`src/hk_pkg.sv`:
```
// shared constants and types of the housekeeping converter sequencer
package hk_pkg;
  // register addresses on the special function register port
  localparam logic [7:0] HK_ADDR_TEMP_RESULT = 8'h00_D7;
  localparam logic [7:0] HK_ADDR_CONVERT_START = 8'h00_D8;
  localparam logic [7:0] HK_ADDR_BATT_RESULT = 8'h00_DF;
  localparam logic [7:0] HK_ADDR_PWR_INT_EN = 8'h00_EC;
  localparam logic [7:0] HK_ADDR_SUPPLY_RESULT = 8'h00_EF;
  localparam logic [7:0] HK_ADDR_DELTA_CFG = 8'h00_F3;
  localparam logic [7:0] HK_ADDR_PWR_INT_FLAGS = 8'h00_F8;
  localparam logic [7:0] HK_ADDR_STROBE_PERIOD = 8'h00_F9;
  localparam logic [7:0] HK_ADDR_BATT_THRESHOLD = 8'h00_FA;

  // field positions
  localparam int HK_GO_BATT = 0;
  localparam int HK_GO_TEMP = 1;
  localparam int HK_GO_SUPPLY = 2;
  localparam int HK_PER_TEMP_LSB = 0;
  localparam int HK_PER_BATT_LSB = 2;
  localparam int HK_PER_SUPPLY_LSB = 4;
  localparam int HK_DELTA_SUPPLY_LSB = 0;
  localparam int HK_DELTA_TEMP_LSB = 3;
  localparam int HK_LOWBAT_BIT = 0;

  // values after reset
  localparam logic [7:0] HK_RESET_BYTE = 8'h00_00;

  // periodic timing
  localparam longint HK_CLK_HZ = 64'd50_000_000;
  localparam longint HK_MINUTE_S = 64'd60;
  localparam logic [31:0] HK_MINUTE_CYCLES = 32'(HK_MINUTE_S * HK_CLK_HZ);
  localparam logic [4:0] HK_TEMP_MIN_01 = 5'd8;
  localparam logic [4:0] HK_TEMP_MIN_10 = 5'd2;
  localparam logic [4:0] HK_BATT_MIN_01 = 5'd16;
  localparam logic [4:0] HK_BATT_MIN_10 = 5'd4;
  localparam logic [4:0] HK_ANY_MIN_11 = 5'd1;

  localparam logic [2:0] HK_DELTA_OFF = 3'b000;
  localparam logic [2:0] HK_DELTA_EVERY = 3'b111;

  typedef enum logic [1:0] {
    normal_power_mode = 2'd0,
    battery_active_mode = 2'd1,
    sleep_cpu_off_mode = 2'd2
  } hk_mode_t;

  // one result coming back from a converter front end
  typedef struct packed {
    logic done;
    logic [7:0] code;
  } hk_fe_res_t;

  // background period in minutes; zero means background off
  function automatic logic [4:0] hk_period_min(input logic [1:0] sel, input logic batt);
    case (sel)
      2'b01: hk_period_min = batt ? HK_BATT_MIN_01 : HK_TEMP_MIN_01;
      2'b10: hk_period_min = batt ? HK_BATT_MIN_10 : HK_TEMP_MIN_10;
      2'b11: hk_period_min = HK_ANY_MIN_11;
      default: hk_period_min = 5'd0;
    endcase
  endfunction

  function automatic logic [7:0] hk_abs_diff(input logic [7:0] a, input logic [7:0] b);
    hk_abs_diff = (a > b) ? 8'(a - b) : 8'(b - a);
  endfunction
endpackage

```
`src/hk_minute_tick.sv`:
```
// free running one-minute tick for background scheduling
`timescale 1ns/1ps
`default_nettype none
module hk_minute_tick #(
  parameter logic [31:0] MINUTE_CYCLES = hk_pkg::HK_MINUTE_CYCLES
) (
  input wire logic core_clk, // system clock
  input wire logic arst_n, // async reset
  output logic tick // one cycle pulse per minute
);
  import hk_pkg::*;

  logic [31:0] cnt_q;

  always_ff @(posedge core_clk or negedge arst_n) begin
    if (!arst_n) begin
      cnt_q <= 32'd0;
      tick <= 1'b0;
    end else if (cnt_q == MINUTE_CYCLES - 32'd1) begin
      cnt_q <= 32'd0;
      tick <= 1'b1;
    end else begin
      cnt_q <= cnt_q + 32'd1;
      tick <= 1'b0;
    end
  end
endmodule
`default_nettype wire

```
`src/hk_conv_chan.sv`:
```
// one converter channel: arbitrates single and background starts
`timescale 1ns/1ps
`default_nettype none
module hk_conv_chan (
  input wire logic core_clk, // system clock
  input wire logic arst_n, // async reset
  input wire logic single_req, // pending software request bit
  input wire logic single_ok, // power mode allows single starts
  input wire logic bg_tick, // background interval elapsed
  input wire logic bg_ok, // power mode allows background starts
  input wire hk_pkg::hk_fe_res_t fe_res, // result from the front end
  output logic fe_start, // start pulse to the front end
  output logic accept, // request taken, clears the request bit
  output logic done, // conversion finished, pulse
  output logic done_single, // finished conversion was a single one
  output logic [7:0] code // finished code
);
  import hk_pkg::*;

  typedef enum logic [1:0] {ST_IDLE = 2'b01, ST_BUSY = 2'b10} hk_chan_st_t;

  hk_chan_st_t state_q;
  logic bg_pend_q;
  logic src_single_q;
  logic start_bg;

  assign accept = (state_q == ST_IDLE) && single_req && single_ok;
  // single requests take precedence over a waiting background slot
  assign start_bg = (state_q == ST_IDLE) && !accept && bg_pend_q && bg_ok;
  assign fe_start = accept || start_bg;

  always_ff @(posedge core_clk or negedge arst_n) begin
    if (!arst_n) begin
      bg_pend_q <= 1'b0;
    end else if (bg_tick && bg_ok) begin
      bg_pend_q <= 1'b1;
    end else if (start_bg || !bg_ok) begin
      bg_pend_q <= 1'b0;
    end
  end

  always_ff @(posedge core_clk or negedge arst_n) begin
    if (!arst_n) begin
      state_q <= ST_IDLE;
      src_single_q <= 1'b0;
    end else begin
      case (state_q)
        ST_IDLE: begin
          if (fe_start) begin
            state_q <= ST_BUSY;
            src_single_q <= accept;
          end
        end
        ST_BUSY: begin
          if (fe_res.done) begin
            state_q <= ST_IDLE;
          end
        end
        default: state_q <= ST_IDLE;
      endcase
    end
  end

  always_ff @(posedge core_clk or negedge arst_n) begin
    if (!arst_n) begin
      done <= 1'b0;
      done_single <= 1'b0;
      code <= HK_RESET_BYTE;
    end else begin
      done <= (state_q == ST_BUSY) && fe_res.done;
      done_single <= src_single_q;
      if ((state_q == ST_BUSY) && fe_res.done) begin
        code <= fe_res.code;
      end
    end
  end
endmodule
`default_nettype wire

```
`src/hk_adc_seq.sv`:
```
// housekeeping converter sequencer: registers, scheduling, events
//
// Contract
// - supply result RO, reset zero, updates on interrupt
// - temperature result 8-bit, 0.78 C per step
// - temp request runs one conversion, interrupts after
// - temp background off at reset, nonzero period runs
// - background temp interrupts when delta exceeds setting
// - normal mode: temp background and single both
// - battery mode: temp single only, no background
// - sleep mode: temp background only
// - temp result updates on interrupt, no flag
// - battery result 8-bit, 14.6 mV per step
// - battery request runs one conversion, interrupts after
// - background battery below threshold sets low flag
// - low flag interrupts only while enabled
// - battery mode: battery single only, no background
// - sleep mode: no battery conversions at all
// - flag set on low code or single finish
// - battery result written only when flag sets
// - request bits self-clear on accept; bits 0-2 only
// - temp period 00 off, 8, 2, 1 minutes
// - battery period 00 off, 16, 4, 1 minutes
// - delta 000 off, 1-6 steps, 111 every conversion
`timescale 1ns/1ps
`default_nettype none
module hk_adc_seq #(
  parameter logic [31:0] MINUTE_CYCLES = hk_pkg::HK_MINUTE_CYCLES
) (
  input wire logic core_clk, // system clock
  input wire logic arst_n, // async reset
  input wire hk_pkg::hk_mode_t power_mode, // current power-saving mode
  input wire logic [7:0] sfr_addr, // register address
  input wire logic sfr_wr, // write strobe
  input wire logic [7:0] sfr_wdata, // write data
  output logic [7:0] sfr_rdata, // read data, one cycle after address
  output logic temp_start, // temperature front end start
  input wire hk_pkg::hk_fe_res_t temp_fe, // temperature front end result
  output logic batt_start, // battery front end start
  input wire hk_pkg::hk_fe_res_t batt_fe, // battery front end result
  output logic supply_start, // supply input front end start
  input wire hk_pkg::hk_fe_res_t supply_fe, // supply input front end result
  output logic temp_irq, // temperature interrupt pulse
  output logic supply_irq, // supply input interrupt pulse
  output logic psm_irq // power management interrupt level
);
  import hk_pkg::*;

  //////////////////////////////////////////////////////////////////////////////
  // registers

  logic [2:0] go_q;
  logic [5:0] strobe_q;
  logic [5:0] delta_q;
  logic [7:0] thr_q;
  logic low_battery_flag_q;
  logic low_battery_enable_q;
  logic [7:0] temperature_result_q;
  logic [7:0] battery_result_q;
  logic [7:0] supply_input_result_q;
  logic [7:0] temp_ref_q;

  logic wr_go, wr_strobe, wr_delta, wr_thr, wr_flags, wr_en;
  logic temp_accept, batt_accept, supply_accept;
  logic temp_done, batt_done, supply_done;
  logic temp_single, batt_single, supply_single;
  logic [7:0] temp_code, batt_code, supply_code;
  logic temp_hit, batt_set, supply_hit, delta_hit;
  logic [2:0] temp_delta;

  assign wr_go = sfr_wr && (sfr_addr == HK_ADDR_CONVERT_START);
  assign wr_strobe = sfr_wr && (sfr_addr == HK_ADDR_STROBE_PERIOD);
  assign wr_delta = sfr_wr && (sfr_addr == HK_ADDR_DELTA_CFG);
  assign wr_thr = sfr_wr && (sfr_addr == HK_ADDR_BATT_THRESHOLD);
  assign wr_flags = sfr_wr && (sfr_addr == HK_ADDR_PWR_INT_FLAGS);
  assign wr_en = sfr_wr && (sfr_addr == HK_ADDR_PWR_INT_EN);

  // a new software request beats the self-clear of the same cycle
  always_ff @(posedge core_clk or negedge arst_n) begin
    if (!arst_n) begin
      go_q <= 3'b000;
    end else begin
      go_q[HK_GO_BATT] <= (go_q[HK_GO_BATT] && !batt_accept) ||
                          (wr_go && sfr_wdata[HK_GO_BATT]);
      go_q[HK_GO_TEMP] <= (go_q[HK_GO_TEMP] && !temp_accept) ||
                          (wr_go && sfr_wdata[HK_GO_TEMP]);
      go_q[HK_GO_SUPPLY] <= (go_q[HK_GO_SUPPLY] && !supply_accept) ||
                            (wr_go && sfr_wdata[HK_GO_SUPPLY]);
    end
  end

  always_ff @(posedge core_clk or negedge arst_n) begin
    if (!arst_n) begin
      strobe_q <= 6'd0;
    end else if (wr_strobe) begin
      strobe_q <= sfr_wdata[5:0];
    end
  end

  always_ff @(posedge core_clk or negedge arst_n) begin
    if (!arst_n) begin
      delta_q <= 6'd0;
    end else if (wr_delta) begin
      delta_q <= sfr_wdata[5:0];
    end
  end

  always_ff @(posedge core_clk or negedge arst_n) begin
    if (!arst_n) begin
      thr_q <= HK_RESET_BYTE;
    end else if (wr_thr) begin
      thr_q <= sfr_wdata;
    end
  end

  always_ff @(posedge core_clk or negedge arst_n) begin
    if (!arst_n) begin
      low_battery_enable_q <= 1'b0;
    end else if (wr_en) begin
      low_battery_enable_q <= sfr_wdata[HK_LOWBAT_BIT];
    end
  end

  // writing zero clears the flag; a hardware set in the same cycle wins
  always_ff @(posedge core_clk or negedge arst_n) begin
    if (!arst_n) begin
      low_battery_flag_q <= 1'b0;
    end else if (batt_set) begin
      low_battery_flag_q <= 1'b1;
    end else if (wr_flags && !sfr_wdata[HK_LOWBAT_BIT]) begin
      low_battery_flag_q <= 1'b0;
    end
  end

  always_ff @(posedge core_clk or negedge arst_n) begin
    if (!arst_n) begin
      psm_irq <= 1'b0;
    end else begin
      psm_irq <= low_battery_flag_q && low_battery_enable_q;
    end
  end

  //////////////////////////////////////////////////////////////////////////////
  // background scheduling

  logic minute;
  logic [4:0] temp_min_q, batt_min_q;
  logic [4:0] temp_per, batt_per;
  logic temp_bg_tick, batt_bg_tick;

  hk_minute_tick #(.MINUTE_CYCLES(MINUTE_CYCLES)) u_tick (
    .core_clk(core_clk),
    .arst_n(arst_n),
    .tick(minute)
  );

  assign temp_per = hk_period_min(strobe_q[HK_PER_TEMP_LSB +: 2], 1'b0);
  assign batt_per = hk_period_min(strobe_q[HK_PER_BATT_LSB +: 2], 1'b1);
  assign temp_bg_tick = minute && (temp_per != 5'd0) && (5'(temp_min_q + 5'd1) >= temp_per);
  assign batt_bg_tick = minute && (batt_per != 5'd0) && (5'(batt_min_q + 5'd1) >= batt_per);

  // the count restarts when the period is off so a new period runs in full
  always_ff @(posedge core_clk or negedge arst_n) begin
    if (!arst_n) begin
      temp_min_q <= 5'd0;
    end else if (temp_per == 5'd0 || temp_bg_tick) begin
      temp_min_q <= 5'd0;
    end else if (minute) begin
      temp_min_q <= 5'(temp_min_q + 5'd1);
    end
  end

  always_ff @(posedge core_clk or negedge arst_n) begin
    if (!arst_n) begin
      batt_min_q <= 5'd0;
    end else if (batt_per == 5'd0 || batt_bg_tick) begin
      batt_min_q <= 5'd0;
    end else if (minute) begin
      batt_min_q <= 5'(batt_min_q + 5'd1);
    end
  end

  //////////////////////////////////////////////////////////////////////////////
  // channels with power-mode gating

  logic sleep_mode, batt_mode;
  assign sleep_mode = (power_mode == sleep_cpu_off_mode);
  assign batt_mode = (power_mode == battery_active_mode);

  hk_conv_chan u_temp (
    .core_clk(core_clk),
    .arst_n(arst_n),
    .single_req(go_q[HK_GO_TEMP]),
    .single_ok(!sleep_mode),
    .bg_tick(temp_bg_tick),
    .bg_ok(!batt_mode),
    .fe_res(temp_fe),
    .fe_start(temp_start),
    .accept(temp_accept),
    .done(temp_done),
    .done_single(temp_single),
    .code(temp_code)
  );

  hk_conv_chan u_batt (
    .core_clk(core_clk),
    .arst_n(arst_n),
    .single_req(go_q[HK_GO_BATT]),
    .single_ok(!sleep_mode),
    .bg_tick(batt_bg_tick),
    .bg_ok(power_mode == normal_power_mode),
    .fe_res(batt_fe),
    .fe_start(batt_start),
    .accept(batt_accept),
    .done(batt_done),
    .done_single(batt_single),
    .code(batt_code)
  );

  // supply input runs single conversions only here
  hk_conv_chan u_supply (
    .core_clk(core_clk),
    .arst_n(arst_n),
    .single_req(go_q[HK_GO_SUPPLY]),
    .single_ok(!sleep_mode),
    .bg_tick(1'b0),
    .bg_ok(1'b0),
    .fe_res(supply_fe),
    .fe_start(supply_start),
    .accept(supply_accept),
    .done(supply_done),
    .done_single(supply_single),
    .code(supply_code)
  );

  //////////////////////////////////////////////////////////////////////////////
  // events and results

  assign temp_delta = delta_q[HK_DELTA_TEMP_LSB +: 3];
  assign delta_hit = (temp_delta == HK_DELTA_EVERY) ||
                     ((temp_delta != HK_DELTA_OFF) &&
                      (hk_abs_diff(temp_code, temp_ref_q) > {5'd0, temp_delta}));
  assign temp_hit = temp_done && (temp_single || delta_hit);
  assign batt_set = batt_done && (batt_single || (batt_code < thr_q));
  assign supply_hit = supply_done && supply_single;

  // results hold a code whose weight is fixed by the front end
  always_ff @(posedge core_clk or negedge arst_n) begin
    if (!arst_n) begin
      temperature_result_q <= HK_RESET_BYTE;
      temp_ref_q <= HK_RESET_BYTE;
      temp_irq <= 1'b0;
    end else begin
      temp_irq <= temp_hit;
      if (temp_hit) begin
        temperature_result_q <= temp_code;
        temp_ref_q <= temp_code;
      end
    end
  end

  always_ff @(posedge core_clk or negedge arst_n) begin
    if (!arst_n) begin
      battery_result_q <= HK_RESET_BYTE;
    end else if (batt_set) begin
      battery_result_q <= batt_code;
    end
  end

  always_ff @(posedge core_clk or negedge arst_n) begin
    if (!arst_n) begin
      supply_input_result_q <= HK_RESET_BYTE;
      supply_irq <= 1'b0;
    end else begin
      supply_irq <= supply_hit;
      if (supply_hit) begin
        supply_input_result_q <= supply_code;
      end
    end
  end

  //////////////////////////////////////////////////////////////////////////////
  // read port

  always_ff @(posedge core_clk or negedge arst_n) begin
    if (!arst_n) begin
      sfr_rdata <= HK_RESET_BYTE;
    end else begin
      case (sfr_addr)
        HK_ADDR_TEMP_RESULT: sfr_rdata <= temperature_result_q;
        HK_ADDR_CONVERT_START: sfr_rdata <= {5'd0, go_q};
        HK_ADDR_BATT_RESULT: sfr_rdata <= battery_result_q;
        HK_ADDR_PWR_INT_EN: sfr_rdata <= {7'd0, low_battery_enable_q};
        HK_ADDR_SUPPLY_RESULT: sfr_rdata <= supply_input_result_q;
        HK_ADDR_DELTA_CFG: sfr_rdata <= {2'd0, delta_q};
        HK_ADDR_PWR_INT_FLAGS: sfr_rdata <= {7'd0, low_battery_flag_q};
        HK_ADDR_STROBE_PERIOD: sfr_rdata <= {2'd0, strobe_q};
        HK_ADDR_BATT_THRESHOLD: sfr_rdata <= thr_q;
        default: sfr_rdata <= HK_RESET_BYTE;
      endcase
    end
  end

  //////////////////////////////////////////////////////////////////////////////
  // assertions

  a_supply_result_hold: assert property (@(posedge core_clk) disable iff (!arst_n)
    $changed(supply_input_result_q) |-> supply_irq)
    else $error("supply result changed without interrupt");

  a_temp_result_hold: assert property (@(posedge core_clk) disable iff (!arst_n)
    $changed(temperature_result_q) |-> temp_irq)
    else $error("temperature result changed without interrupt");

  a_batt_result_flag: assert property (@(posedge core_clk) disable iff (!arst_n)
    $changed(battery_result_q) |-> low_battery_flag_q)
    else $error("battery result changed while flag not set");

  a_temp_single_irq: assert property (@(posedge core_clk) disable iff (!arst_n)
    (temp_done && temp_single) |=> temp_irq && (temperature_result_q == $past(temp_code)))
    else $error("single temperature conversion gave no interrupt");

  a_delta_off_quiet: assert property (@(posedge core_clk) disable iff (!arst_n)
    (temp_done && !temp_single && temp_delta == HK_DELTA_OFF) |=> !temp_irq)
    else $error("delta off but temperature interrupt raised");

  a_go_self_clear: assert property (@(posedge core_clk) disable iff (!arst_n)
    (temp_accept && !(wr_go && sfr_wdata[HK_GO_TEMP])) |=> !go_q[HK_GO_TEMP])
    else $error("temperature request bit did not clear");

  a_sleep_no_batt: assert property (@(posedge core_clk) disable iff (!arst_n)
    sleep_mode |-> !batt_start)
    else $error("battery conversion started in sleep mode");

  a_batmode_no_bg: assert property (@(posedge core_clk) disable iff (!arst_n)
    batt_mode |-> (!temp_start || temp_accept) && (!batt_start || batt_accept))
    else $error("background conversion in battery mode");

  a_psm_irq_gate: assert property (@(posedge core_clk) disable iff (!arst_n)
    psm_irq |-> $past(low_battery_flag_q) && $past(low_battery_enable_q))
    else $error("power interrupt without enabled flag");

  a_low_batt_set: assert property (@(posedge core_clk) disable iff (!arst_n)
    (batt_done && batt_code < thr_q) |=> low_battery_flag_q)
    else $error("low battery not flagged");
endmodule
`default_nettype wire

```
`config.mk`:
```
export PLATFORM = sky130hd
export DESIGN_NAME = hk_adc_seq
export DESIGN_NICKNAME = d
export VERILOG_FILES = /design/src/hk_pkg.sv /design/src/hk_minute_tick.sv /design/src/hk_conv_chan.sv /design/src/hk_adc_seq.sv
export SDC_FILE = /design/constraint.sdc
export NUM_CORES = 1
export LEC_CHECK = 0
export BUFFER_PORTS_ARGS = -buffer_cell sky130_fd_sc_hd__buf_2
export CAP_MARGIN = 40
export CORE_MARGIN = 2
export CORE_UTILIZATION = 57
export DETAILED_ROUTE_END_ITERATION = 7
export HOLD_SLACK_MARGIN = 0.15
export PLACE_DENSITY = 0.88
export REMOVE_ABC_BUFFERS = 1
export SYNTH_ARGS = -nofsm -noshare
export SYNTH_HDL_FRONTEND = slang
export SYNTH_SLANG_ARGS = --single-unit
```
`constraint.sdc`:
```
create_clock -name core_clk -period 7.7 [get_ports core_clk]
set_clock_uncertainty 0.15 [all_clocks]
set_input_delay 0.385 -clock core_clk [delete_from_list [all_inputs] [get_ports core_clk]]
set_output_delay 0.385 -clock core_clk [all_outputs]
set_load 0.005 [all_outputs]
```
==> results.toml <==
[logic_synthesis]
synth_top_family_by_area = "simple AND/OR/NAND/NOR gates"
async_flop_share = 1.00
synth_simple_gate_area_frac = 0.189
synthTopCellsByArea = "dfrtp_1, ha_1, mux2_2"
synth_cells = 744
ys_warn_count = 0
synth-compound-area-share = 0.117
synth_edf_count = 0
synthMuxAreaShare = 0.0648
synth_cell_types = 62
ys_ff_latch = 144
synth_top_area_cell = "dfrtp_1"
synth-seq-area-share = 0.479
synth_fa_ha_area_frac = 0.0618
synthFlopType = "dfrtp_1"
syn_avg_cell_area_sq_um = 10.1
synth-xor-area-share = 0.0500
synth_top_cell_area_share = 0.468
netlist_area_sq_um = 7540

[global_route]
overflow = 0
grt_pass1_wl_um = 31200
grt_pass1_vias = 6368
grt.total_usage = 0.279
grt_max_degree = 63
antenna_found_initial = 0

[critical_path]
rr_endpoint = "temp_ref_q[3]$_DFFE_PN0P_"
r2r_cells = 16
reg2reg_from = "u_temp.code[0]$_DFFE_PN0P_"
start_kind = "flop"
worstPathRequired_ps = 7860
cp-end-kind = "flop"
worstPathArrival_ps = 4170
rrSetupSlack_ps = 3690
crit_type = "flop to flop"
cp_max_fo = 17

[cts]
cts_hold_buf = 38
cts-resized-gates = 0
clock_tree.root_cell = "clkbuf_16"
h-tree-depth = 4
numCtsBuffers = 17
post-cts-setup-buffers = 0
path_clk_slew_ps = 60
max-clock-path-buffers = 2
insertion_delay_ps = 430
clock_sinks = 144
cts_tree = "done"

[finish]
mostFrequentLayoutCell = "dfrtp_1"
areaGrowthSynthToFinish_pct = 20.6
n_fill_cell = 900
final_area_sq_um = 9090
drive_gt1_frac = 0.171
antenna_cells = 0
num-nets-final = 936
final_cell_mix = "dfrtp_1, nand2_1, buf_2"

[timing]
period_share = 0.521
slew_headroom = 0.420
fin_ws_ps = 3690
fmax_mhz = 249
grt_setup_unrepaired = "no"
setup_tns_ps = 0
worstMarginPinSlew_ps = 868
setup_viol = 0
hold_viol = 0
slew_viol_final = 0
post-route-min-period_ps = 4010

[floorplan]
start_util = 0.576
io_pins = 62
die_area_sq_um = 14200
row_count = 42
core_sq_um = 13100
die_w_um = 119
die_h_um = 119

[place]
dpl_worst_slack_ps = 3730
placed_area_sq_um = 8030
place_hpwl_um = 12600
place.gp.congestion = 0.906
port_buffers = 61

[detailed_routing]
vias = 6132
route.detailed.drc = 0
ant_nets = 0
totalWireLength_um = 18800
vias_per_cell = 5.89
drt_iter0_drc = 560
wl_per_cell_um = 18.0
first_pass_iters = 8

[power]
powerDensity_nw_per_um2 = 214
vdd_drop_max_mv = 0.143
p_leak_nw = 4.50

[flow_run]
maxCapViolCount = 0

[min_path]
holdPathStages = 3
worstHoldStart = "power_mode[0]"
hold_end = "u_batt.bg_pend_q$_DFFE_PN0P_"
hp-class = "primary input to flop"

[run_status]
outcome = "finished clean"
how the worst max path moves through the flow:
| stage | startpoint | endpoint | cells after the start |
|---|---|---|---|
| 5_1_grt | u_temp.code[0]$_DFFE_PN0P_ | temp_ref_q[3]$_DFFE_PN0P_ | 16 |
| 3_3_place_gp | u_temp.code[0]$_DFFE_PN0P_ | temp_ref_q[0]$_DFFE_PN0P_ | 16 |
| 6_report | u_temp.code[0]$_DFFE_PN0P_ | temp_ref_q[3]$_DFFE_PN0P_ | 16 |
| 2_1_floorplan | u_temp.code[0]$_DFFE_PN0P_ | temp_ref_q[0]$_DFFE_PN0P_ | 16 |
| 3_5_place_dp | u_temp.code[0]$_DFFE_PN0P_ | temp_ref_q[3]$_DFFE_PN0P_ | 16 |
| 4_1_cts | u_temp.code[0]$_DFFE_PN0P_ | temp_ref_q[3]$_DFFE_PN0P_ | 16 |
synthesized netlist by cell type (12+ instances only):
library cell and n:
o21ai_0 27, dfrtp_1 141, inv_1 48, ha_1 34, xor2_1 20, a21oi_1 23, nand4_1 12, mux2_2 30
nand2_1 87, and3_1 14, nor2_1 59, nand3_1 36, nand2b_1 28, xnor2_1 23
per-layer routing:
metal	vias to the layer above	global-route usage	routed length [um]
met5	-	0	0
met4	0	0.113	497
met3	48	0.0704	1260
met2	264	0.467	9320
met1	3004	0.347	7710
li1	2816	-	-
area by class of cell:
class / count / area [sq um] / area share
clock buffers: 17 / 425 / 0.0468
clock inverters: 15 / 253 / 0.0278
inverters: 50 / 188 / 0.0206
multi-input cells: 533 / 3640 / 0.400
flip-flops and latches: 144 / 3610 / 0.397
well taps: 176 / 220 / 0.0242
repair buffers: 106 / 757 / 0.0833
where the power goes:
group          internal [W]  total, W  switching (W)
Combinational     0.0000845  0.000193       0.000109
Clock              0.000613  0.000958       0.000345
Sequential         0.000779  0.000799      0.0000198
Total               0.00148   0.00195       0.000473
logic make-up (layout without fill, tap and decap cells):
| kind of cell | Yosys count | after routing |
|---|---|---|
| AND/OR/NAND/NOR | 286 | 286 |
| flip-flops | 144 | 144 |
| AO/OA/AOI/OAI | 124 | 124 |
| buffers and inverters | 67 | 188 |
| multiplexers | 44 | 44 |
| XOR/XNOR | 43 | 43 |
| adder cells (fa/ha/maj) | 36 | 36 |
stage by stage:
| stage | utilization | total power [W] | instances | hold WS [ps] |
|---|---|---|---|---|
| 5_1_grt | 0.695 | 0.00201 | 1041 | 187 |
| 4_1_cts | 0.695 | 0.00195 | 1041 | 151 |
| 6_report | 0.695 | 0.00195 | 1041 | 183 |
| 3_3_place_gp | 0.611 | 0.000975 | 967 | 201 |
| 3_5_place_dp | 0.614 | 0.000982 | 971 | 205 |
| 2_1_floorplan | - | 0.000914 | 727 | -60.6 |
state kept, by name, indices dropped and copies added, names as in the netlist, 8 cells and up:
name	flops
u_supply.code	8
supply_input_result_q	8
temp_ref_q	8
sfr_rdata	8
battery_result_q	8
u_temp.code	8
thr_q	8
u_batt.code	8
u_tick.cnt_q	32
critical path, cell delays in order (launching register included):
cell,delay [ps]
dfrtp_1,410
inv_1,80
ha_1,160
inv_1,60
fa_1,410
a21o_1,220
a221oi_2,360
a21oi_2,140
mux2_2,300
ha_1,290
a21o_1,160
a21oi_1,130
a31oi_1,70
a21oi_1,160
o21ai_2,220
and3_1,270
a211o_1,290
Note: power is estimated with default switching activity, not from simulation.
